--- src/shared/lft_pkg.sv ---
// Constants for the LED level and flash timeout register group
package lft_pkg;
  // ----------------------------------------------------------------
  // Serial port
  // ----------------------------------------------------------------
  localparam logic [6:0] LFT_DEV_ADDR = 7'h53;
  // ----------------------------------------------------------------
  // Register offsets and reset values
  // ----------------------------------------------------------------
  localparam logic [7:0] LFT_OFS_TORCH = 8'hA0;
  localparam logic [7:0] LFT_OFS_FLASH = 8'hB0;
  localparam logic [7:0] LFT_OFS_DUR = 8'hC0;
  localparam logic [7:0] LFT_OFS_FLAGS = 8'hD0;
  localparam logic [7:0] LFT_RST_TORCH = 8'h52;
  localparam logic [7:0] LFT_RST_FLASH = 8'hDD;
  localparam logic [7:0] LFT_RST_DUR = 8'h6F;
  localparam logic [7:0] LFT_MASK_TORCH = 8'h3F;
  localparam logic [7:0] LFT_MASK_DUR = 8'h7F;
  // ----------------------------------------------------------------
  // Field positions
  // ----------------------------------------------------------------
  localparam int LFT_TORCH1_LSB = 0;
  localparam int LFT_TORCH2_LSB = 3;
  localparam int LFT_FLASH1_LSB = 0;
  localparam int LFT_FLASH2_LSB = 4;
  localparam int LFT_TMO_LSB = 0;
  localparam int LFT_LIM_LSB = 5;
  localparam int LFT_FLAG_TMO_BIT = 0;
  // ----------------------------------------------------------------
  // Timing
  // ----------------------------------------------------------------
  localparam int LFT_CLK_HZ = 200_000_000;
  localparam int LFT_STEP_MS = 32;
  localparam int LFT_STEP_CYCLES = LFT_STEP_MS * (LFT_CLK_HZ / 1000);
  // ----------------------------------------------------------------
  // Serial state machine
  // ----------------------------------------------------------------
  typedef enum logic [2:0] {
    LFT_ST_IDLE = 3'b000,
    LFT_ST_DEV = 3'b001,
    LFT_ST_PTR = 3'b010,
    LFT_ST_WDAT = 3'b011,
    LFT_ST_ACK = 3'b100,
    LFT_ST_RDAT = 3'b101,
    LFT_ST_RACK = 3'b110
  } lft_state_t;
endpackage

--- src/hw/lft_regs.sv ---
// Serial-port register group for LED levels, flash timeout and flags
`timescale 1ns/1ps
module lft_regs import lft_pkg::*; #(
  parameter int P_STEP_CYCLES = LFT_STEP_CYCLES
) (
  input wire logic i_clk,
  input wire logic i_rst_n,
  input wire logic i_scl,
  input wire logic i_sda,
  output logic o_sda,
  output logic o_sda_oe_n,
  input wire logic i_flash_on,
  output logic [2:0] o_torch_led1_code,
  output logic [2:0] o_torch_led2_code,
  output logic [3:0] o_flash_led1_code,
  output logic [3:0] o_flash_led2_code,
  output logic [1:0] o_switch_limit_code,
  output logic o_flash_end,
  output logic o_flag_timeout
);
  // ----------------------------------------------------------------
  // Address decode, shared by write and read paths
  // ----------------------------------------------------------------
  function automatic logic [1:0] lft_sel(input logic [7:0] a);
    case (a)
      LFT_OFS_TORCH: lft_sel = 2'h1;
      LFT_OFS_FLASH: lft_sel = 2'h2;
      LFT_OFS_DUR: lft_sel = 2'h3;
      default: lft_sel = 2'h0;
    endcase
  endfunction

  logic [2:0] scl_s_q;
  logic [2:0] sda_s_q;
  logic scl_f_q;
  logic sda_f_q;
  logic scl_p_q;
  logic sda_p_q;
  logic scl_rise;
  logic scl_fall;
  logic start_c;
  logic stop_c;
  lft_state_t state_q;
  lft_state_t nxt_q;
  logic [3:0] bit_q;
  logic [7:0] sh_q;
  logic [7:0] tx_q;
  logic [7:0] ptr_q;
  logic drv_q;
  logic wr_q;
  logic [7:0] wdat_q;
  logic [7:0] torch_q;
  logic [7:0] flash_q;
  logic [7:0] dur_q;
  logic load_rd;
  logic [7:0] rd_mux;
  logic expire;

  // ----------------------------------------------------------------
  // Pin synchronisers
  // ----------------------------------------------------------------
  // Level only moves when stages 2 and 3 agree, which rejects single glitches
  always_ff @(posedge i_clk or negedge i_rst_n) begin
    if (!i_rst_n) begin
      scl_s_q <= 3'h7;
      sda_s_q <= 3'h7;
      scl_f_q <= 1'b1;
      sda_f_q <= 1'b1;
      scl_p_q <= 1'b1;
      sda_p_q <= 1'b1;
    end else begin
      scl_s_q <= {scl_s_q[1:0], i_scl};
      sda_s_q <= {sda_s_q[1:0], i_sda};
      if (scl_s_q[1] == scl_s_q[2]) begin
        scl_f_q <= scl_s_q[2];
      end
      if (sda_s_q[1] == sda_s_q[2]) begin
        sda_f_q <= sda_s_q[2];
      end
      scl_p_q <= scl_f_q;
      sda_p_q <= sda_f_q;
    end
  end

  // Bus events
  assign scl_rise = scl_f_q && !scl_p_q;
  assign scl_fall = !scl_f_q && scl_p_q;
  assign start_c = scl_f_q && scl_p_q && sda_p_q && !sda_f_q;
  assign stop_c = scl_f_q && scl_p_q && !sda_p_q && sda_f_q;
  assign load_rd = (state_q == LFT_ST_ACK) && scl_fall && (nxt_q == LFT_ST_RDAT);

  // Read data; reserved bits already zero in storage
  always_comb begin
    case (lft_sel(ptr_q))
      2'h1: rd_mux = torch_q;
      2'h2: rd_mux = flash_q;
      2'h3: rd_mux = dur_q;
      default: rd_mux = (ptr_q == LFT_OFS_FLAGS) ? {7'h00, o_flag_timeout} : 8'h00;
    endcase
  end

  // ----------------------------------------------------------------
  // Serial protocol engine
  // ----------------------------------------------------------------
  always_ff @(posedge i_clk or negedge i_rst_n) begin
    if (!i_rst_n) begin
      state_q <= LFT_ST_IDLE;
      nxt_q <= LFT_ST_IDLE;
      bit_q <= 4'h0;
      sh_q <= 8'h00;
      tx_q <= 8'h00;
      ptr_q <= 8'h00;
      drv_q <= 1'b0;
      wr_q <= 1'b0;
      wdat_q <= 8'h00;
    end else begin
      wr_q <= 1'b0;
      if (start_c) begin
        state_q <= LFT_ST_DEV;
        bit_q <= 4'h0;
        drv_q <= 1'b0;
      end else if (stop_c) begin
        state_q <= LFT_ST_IDLE;
        drv_q <= 1'b0;
      end else begin
        case (state_q)
          LFT_ST_DEV, LFT_ST_PTR, LFT_ST_WDAT: begin
            if (scl_rise) begin
              sh_q <= {sh_q[6:0], sda_f_q};
              bit_q <= bit_q + 4'h1;
            end else if (scl_fall && bit_q == 4'h8) begin
              bit_q <= 4'h0;
              drv_q <= 1'b1; // Acknowledge each byte
              state_q <= LFT_ST_ACK;
              if (state_q == LFT_ST_DEV) begin
                if (sh_q[7:1] != LFT_DEV_ADDR) begin
                  drv_q <= 1'b0; // Not addressed: stay silent
                  state_q <= LFT_ST_IDLE;
                end
                nxt_q <= sh_q[0] ? LFT_ST_RDAT : LFT_ST_PTR;
              end else if (state_q == LFT_ST_PTR) begin
                ptr_q <= sh_q;
                nxt_q <= LFT_ST_WDAT;
              end else begin
                wr_q <= 1'b1;
                wdat_q <= sh_q;
                nxt_q <= LFT_ST_WDAT;
              end
            end
          end
          LFT_ST_ACK: begin
            if (scl_fall) begin
              state_q <= nxt_q;
              if (load_rd) begin
                tx_q <= {rd_mux[6:0], 1'b0};
                drv_q <= ~rd_mux[7];
                bit_q <= 4'h1;
              end else begin
                drv_q <= 1'b0;
              end
            end
          end
          LFT_ST_RDAT: begin
            if (scl_fall) begin
              if (bit_q == 4'h8) begin
                drv_q <= 1'b0; // Release for host acknowledge
                state_q <= LFT_ST_RACK;
              end else begin
                drv_q <= ~tx_q[7];
                tx_q <= {tx_q[6:0], 1'b0};
                bit_q <= bit_q + 4'h1;
              end
            end
          end
          LFT_ST_RACK: begin
            if (scl_rise) begin
              state_q <= sda_f_q ? LFT_ST_IDLE : LFT_ST_ACK;
              nxt_q <= LFT_ST_RDAT;
            end
          end
          default: state_q <= LFT_ST_IDLE;
        endcase
      end
    end
  end

  // Open-drain data pin: only ever pulls low
  always_ff @(posedge i_clk or negedge i_rst_n) begin
    if (!i_rst_n) begin
      o_sda <= 1'b0;
      o_sda_oe_n <= 1'b1;
    end else begin
      o_sda <= 1'b0;
      o_sda_oe_n <= ~drv_q;
    end
  end

  // ----------------------------------------------------------------
  // Configuration registers
  // ----------------------------------------------------------------
  always_ff @(posedge i_clk or negedge i_rst_n) begin
    if (!i_rst_n) begin
      torch_q <= LFT_RST_TORCH & LFT_MASK_TORCH;
      flash_q <= LFT_RST_FLASH;
      dur_q <= LFT_RST_DUR & LFT_MASK_DUR;
    end else if (wr_q) begin
      case (lft_sel(ptr_q))
        2'h1: torch_q <= wdat_q & LFT_MASK_TORCH;
        2'h2: flash_q <= wdat_q;
        2'h3: dur_q <= wdat_q & LFT_MASK_DUR;
        default: torch_q <= torch_q;
      endcase
    end
  end

  // Level codes go straight from storage to the current sources
  assign o_torch_led1_code = torch_q[LFT_TORCH1_LSB +: 3];
  assign o_torch_led2_code = torch_q[LFT_TORCH2_LSB +: 3];
  assign o_flash_led1_code = flash_q[LFT_FLASH1_LSB +: 4];
  assign o_flash_led2_code = flash_q[LFT_FLASH2_LSB +: 4];
  assign o_switch_limit_code = dur_q[LFT_LIM_LSB +: 2];

  // ----------------------------------------------------------------
  // Flash timeout and flag
  // ----------------------------------------------------------------
  lft_timer #(
    .P_STEP_CYCLES(P_STEP_CYCLES)
  ) u_timer (
    .i_clk(i_clk),
    .i_rst_n(i_rst_n),
    .i_flash_on(i_flash_on),
    .i_code(dur_q[LFT_TMO_LSB +: 5]),
    .o_expire(expire)
  );

  assign o_flash_end = expire;

  // Set beats clear so an expiry during the read is not lost
  always_ff @(posedge i_clk or negedge i_rst_n) begin
    if (!i_rst_n) begin
      o_flag_timeout <= 1'b0;
    end else if (expire) begin
      o_flag_timeout <= 1'b1;
    end else if (load_rd && ptr_q == LFT_OFS_FLAGS) begin
      o_flag_timeout <= 1'b0;
    end
  end
endmodule

--- src/hw/lft_timer.sv ---
// Flash timeout timer with 32 ms step divider
`timescale 1ns/1ps
module lft_timer import lft_pkg::*; #(
  parameter int P_STEP_CYCLES = LFT_STEP_CYCLES
) (
  input wire logic i_clk,
  input wire logic i_rst_n,
  input wire logic i_flash_on,
  input wire logic [4:0] i_code,
  output logic o_expire
);
  localparam int W = $clog2(P_STEP_CYCLES);

  // ----------------------------------------------------------------
  // Elaboration check
  // ----------------------------------------------------------------
  generate
    if (P_STEP_CYCLES < 2) begin : g_bad
      $error("P_STEP_CYCLES must be at least 2");
    end
  endgenerate

  logic on_q;
  logic run_q;
  logic [4:0] code_q;
  logic [4:0] step_q;
  logic [W-1:0] cyc_q;
  logic tick;

  // One-cycle enable at the end of each 32 ms step
  assign tick = run_q && (cyc_q == W'(P_STEP_CYCLES - 1));

  // ----------------------------------------------------------------
  // Step counting
  // ----------------------------------------------------------------
  // Code is captured at turn-on so a rewrite mid-flash has no effect
  always_ff @(posedge i_clk or negedge i_rst_n) begin
    if (!i_rst_n) begin
      on_q <= 1'b0;
      run_q <= 1'b0;
      code_q <= 5'h00;
      step_q <= 5'h00;
      cyc_q <= '0;
      o_expire <= 1'b0;
    end else begin
      on_q <= i_flash_on;
      o_expire <= 1'b0;
      if (i_flash_on && !on_q) begin
        run_q <= 1'b1;
        code_q <= i_code;
        step_q <= 5'h00;
        cyc_q <= '0;
      end else if (!i_flash_on) begin
        run_q <= 1'b0; // Flash ended early, no expiry
      end else if (tick) begin
        cyc_q <= '0;
        if (step_q == code_q) begin
          run_q <= 1'b0; // (code + 1) steps done
          o_expire <= 1'b1;
        end else begin
          step_q <= step_q + 5'h01;
        end
      end else if (run_q) begin
        cyc_q <= cyc_q + W'(1);
      end
    end
  end
endmodule

--- config.mk ---
export PLATFORM = sky130hd
export DESIGN_NAME = lft_regs
export DESIGN_NICKNAME = d
export VERILOG_FILES = /design/src/shared/lft_pkg.sv /design/src/hw/lft_regs.sv /design/src/hw/lft_timer.sv
export SDC_FILE = /design/constraint.sdc
export NUM_CORES = 1
export LEC_CHECK = 0
export BUFFER_PORTS_ARGS = -buffer_cell sky130_fd_sc_hd__buf_2
export CELL_PAD_IN_SITES_DETAIL_PLACEMENT = 0
export CELL_PAD_IN_SITES_GLOBAL_PLACEMENT = 2
export CORE_ASPECT_RATIO = 0.9
export CORE_UTILIZATION = 41
export DETAILED_ROUTE_END_ITERATION = 12
export PLACE_DENSITY = 0.88
export REMOVE_ABC_BUFFERS = 1
export SKIP_LAST_GASP = 1
export SYNTH_ARGS = -nofsm -noshare
export SYNTH_HDL_FRONTEND = slang
export SYNTH_SLANG_ARGS = --single-unit
--- constraint.sdc ---
create_clock -name i_clk -period 2.69 [get_ports i_clk]
set_clock_uncertainty 0.1 [all_clocks]
set_input_delay 0.6725 -clock i_clk [delete_from_list [all_inputs] [get_ports i_clk]]
set_output_delay 0.6725 -clock i_clk [all_outputs]
set_load 0.01 [all_outputs]
# Word-level counts from Yosys, hierarchy flattened
# Cells that the tools add are included.
[op_classes] add_sub_neg=3 multipliers=0 div_mod_pow=0 n_lt_le_gt_ge=0 n_eq_ne=45 shift=0 mux=72 bitwise=8 reduce_logical=41
[ops] operator="2-to-1 mux 23 bit" n=4
[ops] operator="2-to-1 mux 3 bit" n=16
[ops] operator="== test 8 bit (second input constant)" n=4
[ops] operator="2-to-1 mux 4 bit" n=8
[ops] operator="2-to-1 mux 8 bit" n=4
[ops] operator="2-to-1 mux 1 bit" n=28
[ops] operator="!= test 4 bit (second input constant)" n=7
[ops] operator="AND reduction 7 bit" n=4
[ops] operator="case mux 8 bit (3 select lines)" n=1
[ops] operator="adder 23 x 1 -> 23 bit (second input constant)" n=1
[ops] operator="== test 23 bit (second input constant)" n=1
[ops] operator="2-to-1 mux 5 bit" n=4
[ops] operator="!= test 2 bit (second input constant)" n=8
[ops] operator="case mux 8 bit (2 select lines)" n=1
[ops] operator="logical AND 1 bit" n=13
[ops] operator="== test 3 bit (second input constant)" n=4
[ops] operator="!= test 3 bit (second input constant)" n=4
[ops] operator="case mux 3 bit (4 select lines)" n=1
[ops] operator="case mux 4 bit (3 select lines)" n=1
[ops] operator="AND reduction 6 bit" n=2
[ops] operator="AND reduction 2 bit" n=5
[ops] operator="nonzero test 2 bit" n=5
[ops] operator="== test 2 bit (second input constant)" n=4
[ops] operator="inverter 1 bit" n=8
[ops] operator="23 further kinds" n=31
[word_totals] reg_bits=113 latchBits=0 ram_bits=0 rom_bits=0 inputBits=5 out_inout_bits=20 elab_cells=195 mem_count=0

# Logic depth before layout (Yosys ltp)
# Gate-level depths: netlist of the first run.
[logic_depth] depth_word=10 mapped_depth=8 mapped_depth_nobuf=7

# Modules after synthesis
# A second synthesis of the first run with hierarchy kept.
[unflattened] hier_cells=514 hier_area_um2=5689.2
[by_module_without_submodules] mod="lft_regs" instances=1 cells_per_inst=283 area_each_um2=3590.9 seq_area_each_um2=1933.1
[by_module_without_submodules] mod="lft_timer" instances=1 cells_per_inst=231 area_each_um2=2098.3 seq_area_each_um2=900.9

# Worst setup path before layout of the first run
# No wires, ideal clock.
[synth_timing] path_type="register to register" from="reg u_timer.cyc_q[0]" to="reg u_timer.step_q[4]" setup_time_ps=95 arrival_time_ps=1948 required_time_ps=2495 slack_ps=547 stages_incl_launch_ff=8 path_buffers=1 period_less_slack_ps=2143 path_cell_list="dfrtp_1 ha_1 and4_4 nand4_4 or2_1 buf_6 or4_1 o31ai_1"
[synth_between] elab_chain_len=4
[synth_rtl] item="from (decl)" line="lft_timer.sv:27" text="logic [W-1:0] cyc_q;"
[synth_rtl] item="from (signal assigned)" line="lft_timer.sv:64" text="cyc_q <= cyc_q + W'(1);"
[synth_rtl] item="== test 23 bit" line="lft_timer.sv:31" text="assign tick = run_q && (cyc_q == W'(P_STEP_CYCLES - 1));"
[synth_rtl] item="logical AND 1 bit" line="lft_timer.sv:31"
[synth_rtl] item="nonzero test 2 bit (no source line)"
[synth_rtl] item="AND reduction 3 bit (no source line)"
[synth_rtl] item="to (signal assigned)" line="lft_timer.sv:61" text="step_q <= step_q + 5'h01;"
[synth_rtl] item="to (decl)" line="lft_timer.sv:26" text="logic [4:0] step_q;"
# No other way between the ends.
# A chain may end at the register's enable or synchronous reset.

# Worst setup path in the final report of the first run
[layout_timing] from="reg bit_q[0]" to="reg bit_q[3]"
[layout_between] elab_chain_len=6 word_cells_on_any_way=12 classes_between="add/sub: 1; eq/ne: 3; mux: 6; reduce/logical: 2"
[layout_rtl] item="from (decl)" line="lft_regs.sv:45" text="logic [3:0] bit_q;"
[layout_rtl] item="from (signal assigned)" line="lft_regs.sv:130" text="bit_q <= bit_q + 4'h1;"
[layout_rtl] item="from (signal assigned)" line="lft_regs.sv:171" text="bit_q <= bit_q + 4'h1;"
[layout_rtl] item="adder 4 x 1 -> 4 bit" line="lft_regs.sv:130, lft_regs.sv:171"
[layout_rtl] item="2-to-1 mux 4 bit" line="lft_regs.sv:165" text="if (bit_q == 4'h8) begin"
[layout_rtl] item="2-to-1 mux 4 bit" line="lft_regs.sv:164" text="if (scl_fall) begin"
[layout_rtl] item="case mux 4 bit (3 select lines)" line="lft_regs.sv:126" text="case (state_q)"
[layout_rtl] item="2-to-1 mux 4 bit" line="lft_regs.sv:122" text="end else if (stop_c) begin"
[layout_rtl] item="2-to-1 mux 4 bit" line="lft_regs.sv:118" text="if (start_c) begin"
# Several ways; a longest one is shown, not always the timed one. The select of a mux whose other input is x is not followed.

==> results.toml, run 1 <==
[synth]
synth_ff_type = "dfrtp_1"
synth_top_cell_by_area = "dfrtp_1"
synthesis.area_um2 = 5490
synth.most_common_cell = "dfrtp_1"
synth_common_cells = "87 x dfrtp_1, 54 x mux2_2, 43 x nand2_1, 30 x nor2_1, 27 x o21ai_0"
yosys.area.top_type_share_pct = 39.7
ys_top_cells_by_area = "dfrtp_1 40%, dfstp_2 12%, mux2_2 11%"
synth_edf_count = 0
ys_types = 68
avgSynthCellArea_um2 = 11.0
ys_warn_count = 0
ys_seq_area_share_pct = 51.6
synthArstFlopShare_pct = 100
synth-seq-cells = 112
netlist_instances = 501

[global_route]
gr-total-overflow = 0
grt_pass1_vias = 3861
track_usage_pct = 17.9
grt_util_met1_pct = 25.2
grt_pass1_wl_um = 19500
grt_use_met3_pct = 3.38
busiest_layer = "met2"
grt_start_max_net_pins = 45
met2_usage_pct = 27.9
antenna_found_initial = 0

[sta]
rsz0062_at_grt = "false"
slew_viol_final = 0
worstMarginPinSlew_ps = 690
slew_headroom_pct = 53.7
timing.fmax_mhz = 435
finalSetupViolCount = 0
final_hold_viol_count = 0
finalSetupTns_ps = 0
min_period_over_period_pct = 85.4
post-route-min-period_ps = 2300

[worst_hold_path]
min-delay-path-class = "input port to async pin"

[setup_path]
required_ps = 2860
rrSetupSlack_ps = 390
path_class = "flip-flop to flip-flop"
cp_data_arrival_time_ps = 2470
cp-end-kind = "flip-flop"
cp-start-kind = "flip-flop"
crit_path_max_fanout = 5

[floorplan]
fp.dieH_um = 112
core_um2 = 12900
start_util_pct = 42.6
io_pins = 25
fp.dieW_um = 124
die-area_um2 = 13900
rows = 39

[cts]
htreeDepth = 3
clkTransAtPathRegs_ps = 70
clock-sinks = 112
root_buffer = "clkbuf_16"
clkLatencyLatePin_ps = 350
cts_tree = "built"
cts_resized = 0
cts_hold_buf = 0
cts_setup_buffers = 0
cts_buffers = 9
clk_path_buf_depth = 2

[detailed_routing]
drtAntennaViolNets = 0
dr.pass1.iters = 4
avgViaCountPerCell = 5.59
detail_route.wl_per_cell_um = 16.4
finalWirelength_um = 11400
drtIter0Drc = 166
num_vias = 3888
route.detailed.drc = 0

[layout]
antenna_cells = 0
final_util_pct = 47.6
finalNetCount = 535
area_delta_synth_final_pct = 11.7
drive_gt1_share_pct = 26.2
fillerInstances = 1200

[pwr]
leakage_nw = 2.78
power_density_nw_per_um2 = 586
max-vdd-ir-drop_mv = 0.313

[job]
drv_cap = 0

[status]
status = "finished, final reports clean"

[place]
portBuffers = 23
dp_hpwl_um = 8010
gp_congestion = 0.824
[cells by family after synthesis]
logic type,after synthesis,synth area share (%)
adder cells (fa/ha/maj),6,1.28
flip-flops,112,51.6
XOR/XNOR,18,2.87
other,1,0.0683
AO/OA/AOI/OAI,91,11.2
buffers and inverters,35,2.83
multiplexers,60,12.2
AND/OR/NAND/NOR,178,18.0
[area by class of cell]
| class | count | area (um2) | share of cell area (%) |
|---|---|---|---|
| Clock buffer | 9 | 225 | 3.67 |
| Clock inverter | 7 | 80.1 | 1.31 |
| Inverter | 14 | 52.6 | 0.857 |
| Multi-Input combinational cell | 354 | 2500 | 40.8 |
| Sequential cell | 112 | 2830 | 46.2 |
| Tap cell | 164 | 205 | 3.35 |
| Timing Repair Buffer | 35 | 233 | 3.80 |
[final timing paths]
kind	from	endpoint	cells after the start
min	i_rst_n	bit_q[2]$_DFFE_PN0P_	1
min in group i_clk	scl_s_q[0]$_DFF_PN1_	scl_s_q[1]$_DFF_PN1_	0
max	bit_q[0]$_DFFE_PN0P_	bit_q[3]$_DFFE_PN0P_	7
max reg2reg	bit_q[0]$_DFFE_PN0P_	bit_q[3]$_DFFE_PN0P_	7
min reg2reg	scl_s_q[0]$_DFF_PN1_	scl_s_q[1]$_DFF_PN1_	0
max in group asynchronous	i_rst_n	dur_q[0]$_DFFE_PN1P_	2
[report_power, final]
part / total (mW) / internal [mW] / switching, mW
combinational: 0.332 / 0.148 / 0.184
sequential: 1.88 / 1.78 / 0.103
clock: 1.38 / 0.735 / 0.643
[stage by stage]
stage | hold slack, ps | setup WS [ps] | total power [mW] | cell area (um2) | std cells
global placement | 247 | 462 | 2.24 | 5830 | 679
floorplan | 245 | 581 | 2.10 | 5390 | 480
finish | 231 | 393 | 3.59 | 6130 | 695
CTS | 244 | 390 | 3.65 | 6130 | 695
detailed placement | 247 | 412 | 2.25 | 5830 | 679
global route | 259 | 232 | 3.76 | 6130 | 695
[worst max-delay path, stage by stage, from the launching register on]
cell	delay (ps)
dfrtp_1	420
inv_1	70
ha_1	180
nand4bb_1	110
a2111oi_0	420
o221ai_1	280
or4_1	550
o211ai_1	90
[registers in the layout (all words and copies together), names as in the netlist, 4 cells and up]
| name | flops |
|---|---|
| u_timer.step_q | 5 |
| bit_q | 4 |
| dur_q | 7 |
| u_timer.code_q | 5 |
| wdat_q | 8 |
| u_timer.cyc_q | 23 |
| torch_q | 6 |
| tx_q | 7 |
| ptr_q | 8 |
| flash_q | 8 |
| sh_q | 8 |
[cell usage in the layout (no fill, tap or decap), types with 14 or more instances in the layout]
cell type  instances
mux2_2            54
dfstp_2           25
nand2_1           43
nand3_1           19
nor3_1            14
dfrtp_1           87
buf_2             22
inv_1             14
nor2_1            30
o21ai_0           27
[routing by layer]
metal	part of all wire, %	vias to the layer above
met5	0	-
met4	1.3	0
met3	2.1	15
met2	46	47
met1	51	1958
li1	-	1868
Note: power is estimated with default switching activity, not from simulation.
==> run 2, diff against run 1 <==
- CORE_UTILIZATION: 41 -> 45
- PLACE_DENSITY: 0.88 -> 0.94
- clock period: 2.69 -> 2.7 ns (I/O delays scaled with it)
==> run 2 against run 1 <==
Via count grew 0.49%. Highest routed layer unchanged. Largest power group unchanged. Fmax shrank 1.6%. Global-route usage is 1.6 points higher. Worst setup slack worse by 28 ps. Cell count down 1.4%. Critical path depth unchanged.
==> results.toml, run 2 (synthesized netlist as in run 1, its figures left out) <==
[layout]
fillerInstances = 1051
antenna_cells = 0
fin_area_um2 = 6080
largest_reg_flops = 23
top_register = "u_timer.cyc_q"
final_common_cell = "dfrtp_1"
area_delta_synth_final_pct = 10.8
finalNetCount = 534
drive_gt1_share_pct = 25.5
final_cell_mix = "87 x dfrtp_1, 54 x mux2_2, 43 x nand2_1"

[setup_path]
cp_data_arrival_time_ps = 2510
path_class = "flip-flop to flip-flop"
cp-start-kind = "flip-flop"
crit_path_max_fanout = 5
cp.buffers_inverters = 1
cp-startpoint = "bit_q[0]$_DFFE_PN0P_"
crit_slowest_cell = "or4_1"
critical_path.top_delay_family = "compound AO/OA/AOI/OAI gates"
path_cells = "inv_1, ha_1, nand4bb_1, a2111oi_0, o221ai_1, or4_1, o211ai_1"
cp-end-kind = "flip-flop"
required_ps = 2870
regToRegStartpoint = "bit_q[0]$_DFFE_PN0P_"
critPathMaxStageDelay_ps = 560

[place]
place_area_um2 = 5800
dp_hpwl_um = 7890
gp_congestion = 0.772
portBuffers = 23

[pwr]
power_density_nw_per_um2 = 581
p_sw_uw = 890
leakage_nw = 2.76
intPower_mw = 2.64
clockPowerShare_pct = 37.5
swShare_pct = 25.2
p_comb_share_pct = 9.3
p_seq_share_pct = 53.2
max-vdd-ir-drop_mv = 0.249

[sta]
finalSetupViolCount = 0
final_hold_viol_count = 0
hold_ws_ps = 207
slew_headroom_pct = 42.9
timing.fmax_mhz = 428
worstMarginPinSlew_ps = 856
slew_viol_final = 0
post-route-min-period_ps = 2330
finalSetupTns_ps = 0
rsz0062_at_grt = "false"
min_period_over_period_pct = 86.5

[global_route]
antenna_found_initial = 0
grt_pass1_wl_um = 19300
grt_start_max_net_pins = 39
gr-total-overflow = 0
track_usage_pct = 19.5
grt_pass1_vias = 3748

[cts]
cts_buffers = 9
root_buffer = "clkbuf_16"
clock-sinks = 112
clk_path_buf_depth = 2
htreeDepth = 3
clkLatencyLatePin_ps = 350
cts_hold_buf = 0
cts_resized = 0
cts_tree = "built"
clkTransAtPathRegs_ps = 70
cts_setup_buffers = 0

[detailed_routing]
drtAntennaViolNets = 0
route.detailed.drc = 0
dr.pass1.iters = 4
finalWirelength_um = 11400
num_vias = 3907
avgViaCountPerCell = 5.70
detail_route.wl_per_cell_um = 16.6
drtIter0Drc = 199

[floorplan]
fp.dieW_um = 118
start_util_pct = 47.1
rows = 37
fp.dieH_um = 107
die-area_um2 = 12600
io_pins = 25
core_um2 = 11700

[status]
status = "finished, final reports clean"

[worst_hold_path]
min-delay-path-class = "input port to async pin"

[job]
drv_cap = 0
run 2: cell count changes in the layout (fill, tap and decap cells not counted):
cell,change
buf_12,-1
clkbuf_1,+2
clkinv_2,-1
clkinv_4,-2
inv_6,+1
inv_8,-1
run 2: cell type report:
cell class | count | area [um2] | share of cell area (%)
clock buffer | 11 | 233 | 3.83
inverter | 14 | 52.6 | 0.864
multi-input combinational | 354 | 2500 | 41.1
clock inverter | 4 | 55.1 | 0.905
sequential | 112 | 2830 | 46.6
tap | 156 | 195 | 3.21
timing repair buffer | 34 | 213 | 3.50
run 2: routing by layer:
layer	wire length [um]	global-route usage, %
met1	5510	26.9
met2	5310	30.4
met3	404	4.63
met4	144	6.33
met5	0	0
run 2: worst paths after layout:
check                                        endpoint  slack (ps)  cells past startpoint
hold / removal             o_flag_timeout$_DFFE_PN0P_         210                      1
setup reg to reg                 bit_q[3]$_DFFE_PN0P_         370                      7
max in group asynchronous        sda_s_q[0]$_DFF_PN1_        1550                      2
setup / recovery                 bit_q[3]$_DFFE_PN0P_         370                      7
min in group i_clk               sda_s_q[1]$_DFF_PN1_         260                      0
hold reg to reg                  sda_s_q[1]$_DFF_PN1_         260                      0
run 2: power by group through the flow:
stage | sequential, mW | clock, mW | combinational [mW]
floorplan | 1.88 | 0 | 0.213
global placement | 1.91 | 0 | 0.326
detailed placement | 1.91 | 0 | 0.332
CTS | 1.88 | 1.38 | 0.332
global route | 1.90 | 1.43 | 0.376
finish | 1.88 | 1.32 | 0.330
run 2: stage by stage:
stage	util [%]	power (mW)	setup WS [ps]	instances
2_1_floorplan	-	2.10	591	480
3_3_place_gp	49.7	2.23	447	670
3_5_place_dp	49.7	2.24	389	670
4_1_cts	52.1	3.59	385	685
5_1_grt	52.1	3.70	207	685
6_report	52.1	3.53	365	685
